File: config.mk
export PLATFORM = sky130hd
export DESIGN_NAME = active_energy_accumulator_pulse_out
export DESIGN_NICKNAME = d
export VERILOG_FILES = /design/src/hw/energy_pkg.sv /design/src/hw/active_energy_accumulator_pulse_out.sv
export SDC_FILE = /design/constraint.sdc
export NUM_CORES = 2
export LEC_CHECK = 0
export ABC_AREA = 1
export BUFFER_PORTS_ARGS = -buffer_cell sky130_fd_sc_hd__buf_2
export CORE_ASPECT_RATIO = 0.75
export CORE_MARGIN = 2
export CORE_UTILIZATION = 40
export CTS_CLUSTER_DIAMETER = 50
export CTS_CLUSTER_SIZE = 10
export DETAILED_ROUTE_END_ITERATION = 8
export GPL_TIMING_DRIVEN = 0
export HOLD_SLACK_MARGIN = 0.15
export PLACE_DENSITY_LB_ADDON = 0.1
export SKIP_LAST_GASP = 1
export SYNTH_ARGS = -nofsm -noshare
export SYNTH_HDL_FRONTEND = slang
export SYNTH_SLANG_ARGS = --single-unit
File: constraint.sdc
create_clock -name pclk -period 190.3 [get_ports pclk]
set_input_delay 28.545 -clock pclk [delete_from_list [all_inputs] [get_ports pclk]]
set_output_delay 28.545 -clock pclk [all_outputs]
set_load 0.05 [all_outputs]
File: src/hw/energy_pkg.sv
package energy_pkg;

  // register byte addresses, one aligned word each
  localparam logic [7:0] ADDR_ENERGY_VALUE  = 8'h00; // active_energy_value, read only
  localparam logic [7:0] ADDR_ENERGY_RCLEAR = 8'h04; // active_energy_read_clear
  localparam logic [7:0] ADDR_DIVISOR       = 8'h08; // energy_divisor
  localparam logic [7:0] ADDR_OFFSET        = 8'h0c; // power_offset
  localparam logic [7:0] ADDR_NUMERATOR     = 8'h10; // pulse_ratio_numerator
  localparam logic [7:0] ADDR_DENOMINATOR   = 8'h14; // pulse_ratio_denominator
  localparam logic [7:0] ADDR_MODE          = 8'h18; // mode word
  localparam logic [7:0] ADDR_IRQ_ENABLE    = 8'h1c; // interrupt enable word
  localparam logic [7:0] ADDR_IRQ_STATUS    = 8'h20; // sticky flags, write one to clear
  localparam logic [7:0] ADDR_WAVEFORM      = 8'h24; // waveform sample, read only

  // mode word fields
  localparam int MODE_POS_ONLY_BIT = 15; // positive_only_accumulation
  localparam int MODE_WSRC_HI      = 14; // waveform source field
  localparam int MODE_WSRC_LO      = 13;
  localparam int MODE_WRATE_HI     = 12; // waveform rate select
  localparam int MODE_WRATE_LO     = 11;
  localparam logic [15:0] MODE_RESET = 16'h0000;

  // interrupt enable / status bit positions
  localparam int IRQ_HALF_BIT  = 0; // energy passed half of full scale
  localparam int IRQ_OVER_BIT  = 1; // energy overflow or underflow
  localparam int IRQ_WAVEFORM_SAMPLE_ENABLE_BIT  = 3; // waveform_sample_enable
  localparam logic [3:0] IEN_RESET = 4'h0;

  // widths and sizes
  localparam int ACC_W    = 49; // internal accumulator
  localparam int ENERGY_W = 24; // readable upper part
  localparam int SAMPLE_W = 24; // power sample and waveform sample
  localparam int SCALED_W = 34; // sample shifted by eight plus sign room
  localparam int OFS_SHIFT = 8; // offset 0x0100 is one sample lsb
  localparam int RATIO_W  = 12;
  localparam int PER_W    = 24; // calibration pulse period counter

  // timing: master clock and the quarter-rate accumulation tick
  localparam longint CLK_HZ        = 40_000_000;
  localparam int     TICK_DIV      = 4;
  localparam longint PULSE_LONG_MS = 180; // period above this gets a fixed width
  localparam longint PULSE_WIDE_MS = 90;  // that fixed width
  localparam longint LONG_TICKS_L  = (CLK_HZ / TICK_DIV) * PULSE_LONG_MS / 1000;
  localparam longint WIDE_TICKS_L  = (CLK_HZ / TICK_DIV) * PULSE_WIDE_MS / 1000;
  localparam int     LONG_TICKS    = int'(LONG_TICKS_L);
  localparam int     WIDE_TICKS    = int'(WIDE_TICKS_L);
  localparam logic [PER_W-1:0] MIN_WIDTH_TICKS = 24'h000010; // sixteen quarter-rate ticks
  localparam int     WAVE_BASE_DIV = 128; // master cycles per fastest waveform sample

  // apb carriers
  typedef struct packed {
    logic        psel;
    logic        penable;
    logic        pwrite;
    logic [7:0]  paddr;
    logic [31:0] pwdata;
  } apb_req_s;

  typedef struct packed {
    logic        pready;
    logic        pslverr;
    logic [31:0] prdata;
  } apb_rsp_s;

  // upstream power datapath output
  typedef struct packed {
    logic signed [SAMPLE_W-1:0] sample;
  } power_in_s;

  // whole block state
  typedef struct packed {
    logic signed [ACC_W-1:0]    acc;
    logic [1:0]                 quarter;
    logic [9:0]                 wave_cnt;
    logic [SAMPLE_W-1:0]        wave;
    logic [7:0]                 divisor;
    logic [15:0]                offset;
    logic [RATIO_W-1:0]         num;
    logic [RATIO_W-1:0]         den;
    logic [15:0]                mode;
    logic [3:0]                 ien;
    logic [1:0]                 stat;
    logic [RATIO_W:0]           frac;
    logic [PER_W-1:0]           period_cnt;
    logic [PER_W-1:0]           width_cnt;
    logic                       cf;
    logic                       ready;
    logic                       err;
    logic [31:0]                rdata;
  } state_s;

endpackage

File: src/hw/active_energy_accumulator_pulse_out.sv
// Design decisions made here: the address map and the APB slave port.
`timescale 1ns/10ps
`default_nettype none

module active_energy_accumulator_pulse_out
  import energy_pkg::*;
#(
  parameter int LONG_PERIOD_TICKS = LONG_TICKS, // 180 ms in quarter-rate ticks
  parameter int WIDE_PULSE_TICKS  = WIDE_TICKS  // 90 ms in quarter-rate ticks
)(
  input  wire logic      pclk,
  input  wire logic      presetn,
  input  wire apb_req_s  apb_req,
  output var  apb_rsp_s  apb_rsp,
  input  wire power_in_s power_in,
  output logic           calibration_pulse_out,
  output logic           irq_n
);

  localparam logic [PER_W-1:0] LONG_P = PER_W'(LONG_PERIOD_TICKS); // width-matched threshold
  localparam logic [PER_W-1:0] WIDE_P = PER_W'(WIDE_PULSE_TICKS);  // width-matched fixed width

  state_s r_reg;   // registered state
  state_s r_next;  // its next value

  // combinational helpers
  logic                       tick;         // quarter-rate enable
  logic                       access;       // apb access phase
  logic                       do_write;     // write completes this edge
  logic                       do_read;      // read captured this edge
  logic                       mapped;       // address hits a register
  logic signed [SCALED_W-1:0] scaled;       // sample with offset, 1/256 lsb units
  logic signed [SCALED_W-1:0] quotient;     // after divisor
  logic signed [ACC_W-1:0]    addend;       // what goes into the accumulator
  logic signed [ACC_W-1:0]    acc_base;     // accumulator after any read-clear
  logic signed [ACC_W-1:0]    acc_sum;      // accumulator after the addition
  logic [ENERGY_W-1:0]        e_old;        // readable value before
  logic [ENERGY_W-1:0]        e_new;        // readable value after
  logic                       half_set;     // half-full event
  logic                       over_set;     // overflow or underflow event
  logic                       dfc_pulse;    // digital_to_freq_stage output
  logic [RATIO_W:0]           n_eff;        // numerator plus one, clamped
  logic [RATIO_W:0]           d_eff;        // denominator plus one
  logic [RATIO_W+1:0]         frac_sum;     // ratio accumulator step
  logic                       emit;         // calibration pulse starts
  logic [PER_W-1:0]           width_new;    // width chosen for a new pulse
  logic [9:0]                 wave_limit;   // waveform divider reload
  logic [1:0]                 clr;          // status bits software clears
  logic [31:0]                rd_mux;       // read data selection

  // divider, offset and events
  always_comb
  begin
    r_next   = r_reg;
    tick     = (r_reg.quarter == 2'h3);
    access   = apb_req.psel & apb_req.penable;
    do_write = access & r_reg.ready & apb_req.pwrite;
    do_read  = access & ~r_reg.ready & ~apb_req.pwrite;

    // quarter-rate enable counter, runs free
    r_next.quarter = r_reg.quarter + 2'h1;

    // offset in 1/256 of a sample lsb, added before division
    scaled = (SCALED_W'(power_in.sample) <<< OFS_SHIFT) + SCALED_W'(signed'(r_reg.offset));

    // zero divisor behaves as one
    if (r_reg.divisor == 8'h00)
    begin
      quotient = scaled;
    end
    else
    begin
      quotient = scaled / signed'({26'h0, r_reg.divisor});
    end

    // negative samples dropped in positive-only mode
    if (r_reg.mode[MODE_POS_ONLY_BIT] && quotient < 0)
    begin
      addend = '0;
    end
    else
    begin
      addend = ACC_W'(quotient);
    end

    // read-clear: clearing the upper part first keeps this tick's sample
    acc_base = r_reg.acc;
    if (do_read && apb_req.paddr == ADDR_ENERGY_RCLEAR)
    begin
      acc_base[ACC_W-1 -: ENERGY_W] = '0;
    end

    // signed addition wraps naturally at both ends
    acc_sum = tick ? acc_base + addend : acc_base;
    r_next.acc = acc_sum;

    e_old = acc_base[ACC_W-1 -: ENERGY_W];
    e_new = acc_sum[ACC_W-1 -: ENERGY_W];

    // half full: top two bits differ means magnitude past half scale
    half_set = tick & (e_new[23] ^ e_new[22]) & ~(e_old[23] ^ e_old[22]);
    // overflow: operands agree in sign, result does not
    over_set = tick & (acc_base[ACC_W-1] == addend[ACC_W-1])
             & (acc_sum[ACC_W-1] != acc_base[ACC_W-1]);

    // one internal pulse whenever the readable value steps
    dfc_pulse = tick & (e_new != e_old);

    // ratio registers: zero acts as one, then ratio clamped to one
    n_eff = (r_reg.num == '0) ? 13'h0002 : {1'b0, r_reg.num} + 13'h0001;
    d_eff = (r_reg.den == '0) ? 13'h0002 : {1'b0, r_reg.den} + 13'h0001;
    if (n_eff > d_eff)
    begin
      n_eff = d_eff;
    end

    // fractional pulse divider: d_eff/n_eff internal pulses per output pulse
    frac_sum = {1'b0, r_reg.frac} + {1'b0, n_eff};
    emit     = 1'b0;
    if (dfc_pulse)
    begin
      if (frac_sum >= {1'b0, d_eff})
      begin
        emit          = 1'b1;
        r_next.frac   = (RATIO_W+1)'(frac_sum - {1'b0, d_eff});
      end
      else
      begin
        r_next.frac   = frac_sum[RATIO_W:0];
      end
    end

    // width: fixed when period is long, else half period, never under 16 ticks
    if (r_reg.period_cnt > LONG_P)
    begin
      width_new = WIDE_P;
    end
    else if ((r_reg.period_cnt >> 1) < MIN_WIDTH_TICKS)
    begin
      width_new = MIN_WIDTH_TICKS;
    end
    else
    begin
      width_new = r_reg.period_cnt >> 1;
    end

    // pulse timing counts in quarter-rate ticks
    if (tick)
    begin
      if (emit)
      begin
        r_next.period_cnt = '0;
        r_next.width_cnt  = width_new;
      end
      else
      begin
        // saturate so a very slow load still reads as long
        if (r_reg.period_cnt != '1)
        begin
          r_next.period_cnt = r_reg.period_cnt + 24'h000001;
        end
        if (r_reg.width_cnt != '0)
        begin
          r_next.width_cnt = r_reg.width_cnt - 24'h000001;
        end
      end
    end
    r_next.cf = (r_next.width_cnt != '0);

    // waveform sampling at the selected rate
    wave_limit = 10'(WAVE_BASE_DIV - 1) << r_reg.mode[MODE_WRATE_HI:MODE_WRATE_LO];
    wave_limit = wave_limit | ((10'h001 << r_reg.mode[MODE_WRATE_HI:MODE_WRATE_LO]) - 10'h001);
    if (r_reg.wave_cnt >= wave_limit)
    begin
      r_next.wave_cnt = '0;
      if (r_reg.mode[MODE_WSRC_HI:MODE_WSRC_LO] == 2'b00 && r_reg.ien[IRQ_WAVEFORM_SAMPLE_ENABLE_BIT])
      begin
        // sample in waveform lsb units, offset included
        r_next.wave = scaled[OFS_SHIFT +: SAMPLE_W];
      end
    end
    else
    begin
      r_next.wave_cnt = r_reg.wave_cnt + 10'h001;
    end

    // address decode
    unique case (apb_req.paddr)
      ADDR_ENERGY_VALUE, ADDR_ENERGY_RCLEAR, ADDR_DIVISOR, ADDR_OFFSET,
      ADDR_NUMERATOR, ADDR_DENOMINATOR, ADDR_MODE, ADDR_IRQ_ENABLE,
      ADDR_IRQ_STATUS, ADDR_WAVEFORM: mapped = 1'b1;
      default:                        mapped = 1'b0;
    endcase

    // read data, narrow registers sit low with zeros above
    unique case (apb_req.paddr)
      ADDR_ENERGY_VALUE:  rd_mux = {8'h00, e_old};
      ADDR_ENERGY_RCLEAR: rd_mux = {8'h00, r_reg.acc[ACC_W-1 -: ENERGY_W]};
      ADDR_DIVISOR:       rd_mux = {24'h000000, r_reg.divisor};
      ADDR_OFFSET:        rd_mux = {16'h0000, r_reg.offset};
      ADDR_NUMERATOR:     rd_mux = {20'h00000, r_reg.num};
      ADDR_DENOMINATOR:   rd_mux = {20'h00000, r_reg.den};
      ADDR_MODE:          rd_mux = {16'h0000, r_reg.mode};
      ADDR_IRQ_ENABLE:    rd_mux = {28'h0000000, r_reg.ien};
      ADDR_IRQ_STATUS:    rd_mux = {30'h00000000, r_reg.stat};
      ADDR_WAVEFORM:      rd_mux = {8'h00, r_reg.wave};
      default:            rd_mux = 32'h00000000;
    endcase

    // one wait state so read data leaves a flip-flop
    r_next.ready = access & ~r_reg.ready;
    if (access && !r_reg.ready)
    begin
      r_next.rdata = apb_req.pwrite ? 32'h00000000 : rd_mux;
      r_next.err   = ~mapped;
    end
    else if (!access)
    begin
      r_next.err = 1'b0;
    end

    // register writes at the completing edge
    clr = 2'b00;
    if (do_write)
    begin
      unique case (apb_req.paddr)
        ADDR_DIVISOR:     r_next.divisor = apb_req.pwdata[7:0];
        ADDR_OFFSET:      r_next.offset  = apb_req.pwdata[15:0];
        ADDR_NUMERATOR:   r_next.num     = apb_req.pwdata[RATIO_W-1:0];
        ADDR_DENOMINATOR: r_next.den     = apb_req.pwdata[RATIO_W-1:0];
        ADDR_MODE:        r_next.mode    = apb_req.pwdata[15:0];
        ADDR_IRQ_ENABLE:  r_next.ien     = apb_req.pwdata[3:0];
        ADDR_IRQ_STATUS:  clr            = apb_req.pwdata[1:0];
        default:          clr            = 2'b00; // read-only or unmapped: ignored
      endcase
    end

    // sticky flags, a new event beats a clear in the same cycle
    r_next.stat[IRQ_HALF_BIT] = (r_reg.stat[IRQ_HALF_BIT] & ~clr[IRQ_HALF_BIT]) | half_set;
    r_next.stat[IRQ_OVER_BIT] = (r_reg.stat[IRQ_OVER_BIT] & ~clr[IRQ_OVER_BIT]) | over_set;
  end

  // single clocked process for all state
  always_ff @(posedge pclk or negedge presetn)
  begin
    if (!presetn)
    begin
      r_reg      <= '0;
      r_reg.mode <= MODE_RESET;
      r_reg.ien  <= IEN_RESET;
    end
    else
    begin
      r_reg <= r_next;
    end
  end

  // outputs
  always_comb
  begin
    apb_rsp.pready        = r_reg.ready;
    apb_rsp.pslverr       = r_reg.ready & r_reg.err;
    apb_rsp.prdata        = r_reg.rdata;
    calibration_pulse_out = r_reg.cf;
    irq_n                 = ~|(r_reg.stat & r_reg.ien[1:0]);
  end

endmodule

`default_nettype wire

==> load_flow_metrics.sql <==
INSERT INTO impl_metrics (metric_group, metric, value, unit) VALUES
('status', 'run_status', 'completed', ''),
('cts', 'cts-root-buf', 'sky130_fd_sc_hd__clkbuf_16', ''),
('cells_and_area', 'seqCellArea', '6080', 'µm²'),
('logic_synthesis', 'synth_ff_type', 'sky130_fd_sc_hd__dfrtp_1', ''),
('drt', 'number_of_design_rule_violations_left_after_detail_routing', '0', ''),
('cells_and_area', 'layoutNonFillerInstCount', '9737', ''),
('run', 'timing.max_cap.violations', '0', ''),
('cells_and_area', 'layout.cells.most_common', 'sky130_fd_sc_hd__nand2_1', ''),
('logic_synthesis', 'post_synth_inst_count', '7941', ''),
('logic_synthesis', 'yosys.area_share.simple', '45.0', '%'),
('logic_synthesis', 'synth-xor-area-share', '6.24', '%'),
('sta', 'setup-violations-final', '0', ''),
('drt', 'vias_per_cell', '5.33', ''),
('drt', 'drt_iter0_markers', '4823', ''),
('cts', 'cts_sinks', '243', ''),
('drt', 'totalWireLength', '176000', 'µm'),
('sta', 'finClkSkew', '31.0', 'ps'),
('drt', 'wire_per_inst', '18.1', 'µm'),
('logic_synthesis', 'postSynthRegisterBits', '243', ''),
('cts', 'h-tree-depth', '2', ''),
('placement', 'dp_worst_setup_slack', '66130', 'ps'),
('floorplan', 'die_height', '309', 'µm'),
('logic_synthesis', 'mappedNetlistArea', '49500', 'µm²'),
('floorplan', 'ios', '105', ''),
('logic_synthesis', 'synth-edff-count', '0', ''),
('sta', 'tightestPinTransition', '1180', 'ps'),
('drt', 'number_of_nets_with_antenna_violations_after_routing', '0', ''),
('cells_and_area', 'highest_count_cells_in_the_layout_ignoring_fill_and_taps', 'sky130_fd_sc_hd__nand2_1, sky130_fd_sc_hd__inv_1, sky130_fd_sc_hd__nor2_1, sky130_fd_sc_hd__nand3_1, sky130_fd_sc_hd__o21ai_0', ''),
('setup_path', 'critical-path-slowest-cell', 'sky130_fd_sc_hd__nor2_1', ''),
('logic_synthesis', 'async_reset_ff_share', '100', '%'),
('floorplan', 'chipWidth', '410', 'µm'),
('logic_synthesis', 'synth_top_family_by_area', 'simple AND/OR/NAND/NOR gates', ''),
('setup_path', 'worstPathRequired', '190710', 'ps'),
('cts', 'clk-insertion-delay-late', '550', 'ps'),
('logic_synthesis', 'yosys.area_share.adder', '9.59', '%'),
('cts', 'cts.clk_slew.worst_paths', '50', 'ps'),
('sta', 'fin_setup_tns', '0', 'ps'),
('floorplan', 'core', '122000', 'µm²'),
('sta', 'finalHoldViolations', '0', ''),
('sta', 'final_max_slew_viol_count', '0', ''),
('cts', 'clk_path_buf_depth', '3', ''),
('setup_path', 'setup.worst_path.start_class', 'input pin', ''),
('setup_path', 'crit_path_max_incr_delay', '820', 'ps'),
('grt', 'grt_usage', '27.1', '%'),
('cells_and_area', 'flip_flop_count_of_the_largest_register_after_layout', '192', ''),
('sta', 'rsz0062_at_grt', 'no', ''),
('drt', 'number_of_vias_in_the_routed_layout', '51858', ''),
('sta', 'slew_headroom', '20.1', '%'),
('setup_path', 'cp_data_arrival_time', '124930', 'ps'),
('setup_path', 'timing.critical_path.to_type', 'flop', ''),
('logic_synthesis', 'distinct_cells_synth', '91', ''),
('cts', 'cts-hold-fix-buffers', '0', ''),
('setup_path', 'cpMostUsedCell', 'sky130_fd_sc_hd__nand2_1', ''),
('floorplan', 'design.die.area', '127000', 'µm²'),
('logic_synthesis', 'synth.area.mux_share', '0.0228', '%'),
('logic_synthesis', 'synth_seq_area_share', '12.3', '%'),
('cts', 'cts_post_setup_buffers_inserted', '0', ''),
('cells_and_area', 'footprint_of_the_multi_input_gates', '37200', 'µm²'),
('cts', 'cts-buffers-inserted', '37', ''),
('placement', 'placed_cells_incl_taps', '9679', ''),
('logic_synthesis', 'syn_avg_cell_area', '6.23', 'µm²'),
('grt', 'grt_pass1_wl', '274000', 'µm'),
('placement', 'dpl.hpwl', '147000', 'µm'),
('drt', 'detail_route.first_pass.iterations', '8', ''),
('cts', 'postCtsResizedCells', '0', ''),
('cells_and_area', 'nNetsFinal', '8526', ''),
('cells_and_area', 'fillCellCount', '13194', ''),
('sta', 'min_period_over_period', '65.4', '%'),
('sta', 'timing.final.ws_setup', '65770', 'ps'),
('floorplan', 'rows', '111', ''),
('grt', 'grt_max_degree', '69', '');
## cells in the mapped netlist, drive strengths merged (24+ instances only)
library cell	count	share of area (%)
nand2	2271	20
inv	1122	8.6
nor2	921	9.0
nand3	735	10
o21ai	597	6.4
ha	373	9.4
a21oi	336	3.5
xor2	256	4.6
dfrtp	243	12
nand4	201	2.8
nor3	128	1.5
buf	104	2.4
xnor2	94	1.7
clkbuf	72	0.90
clkinv	63	0.55
nand3b	48	0.75
o21bai	40	0.63
or2	40	0.51
nor4	34	0.43
o31ai	27	0.43
a21o	25	0.40
a31oi	24	0.30
## critical path, delay by kind of cell
kind                     cells  cell delay [ps]
AND/OR/NAND/NOR            238            35070
XOR/XNOR                     1              190
adder cells (fa/ha/maj)     36            11830
AO/OA/AOI/OAI              162            32440
buffers and inverters      111            16530
## cell families (layout without fill, tap and decap cells)
kind of cell | Yosys count | after routing
AO/OA/AOI/OAI | 1212 | 1212
XOR/XNOR | 350 | 350
adder cells (fa/ha/maj) | 377 | 377
buffers and inverters | 1370 | 1517
flip-flops | 243 | 243
multiplexers | 1 | 1
other | 1 | 12
AND/OR/NAND/NOR | 4387 | 4387
## through the flow
stage / utilization, % / hold slack [ps] / cell area (µm²)
floorplan: - / 401 / 49500
global placement: 42.4 / 414 / 52000
detailed placement: 42.6 / 430 / 52200
CTS: 43.6 / 437 / 53400
global route: 43.6 / 489 / 53400
finish: 43.6 / 432 / 53400
## path summary, 6_finish.rpt
check | startpoint | to | cells after the start
min reg2reg | r_reg[200] | r_reg[200] | 1
max reg2reg | r_reg[157] | calibration_pulse_out | 545
min | r_reg[200] | r_reg[200] | 1
max in group asynchronous | presetn | acc_base[0] | 4
min in group asynchronous | presetn | r_reg[175] | 1
max | power_in[0] | calibration_pulse_out | 548
## cell type report
| class | count | share of cell area (%) |
|---|---|---|
| inverter | 1194 | 8.64 |
| tap | 1638 | 3.84 |
| antenna | 2 | 0.00937 |
| clock buffer | 40 | 1.79 |
| timing repair buffer | 91 | 1.22 |
| multi-input combinational | 6337 | 69.7 |
| buffer | 176 | 3.02 |
| clock inverter | 16 | 0.384 |
| sequential | 243 | 11.4 |
## layer usage
metal	share of wire (%)	wire, µm	global-route usage (%)	up-vias
li1	-	-	-	26262
met1	51	89500	41.9	24024
met2	41	72100	40.4	1418
met3	6.7	11700	3.06	154
met4	1.4	2510	3.92	0
met5	0	0	0	-
Power is left out: the tool's default activity adds up to more than one toggle a clock period on the data nets, which glitch-free logic cannot reach.
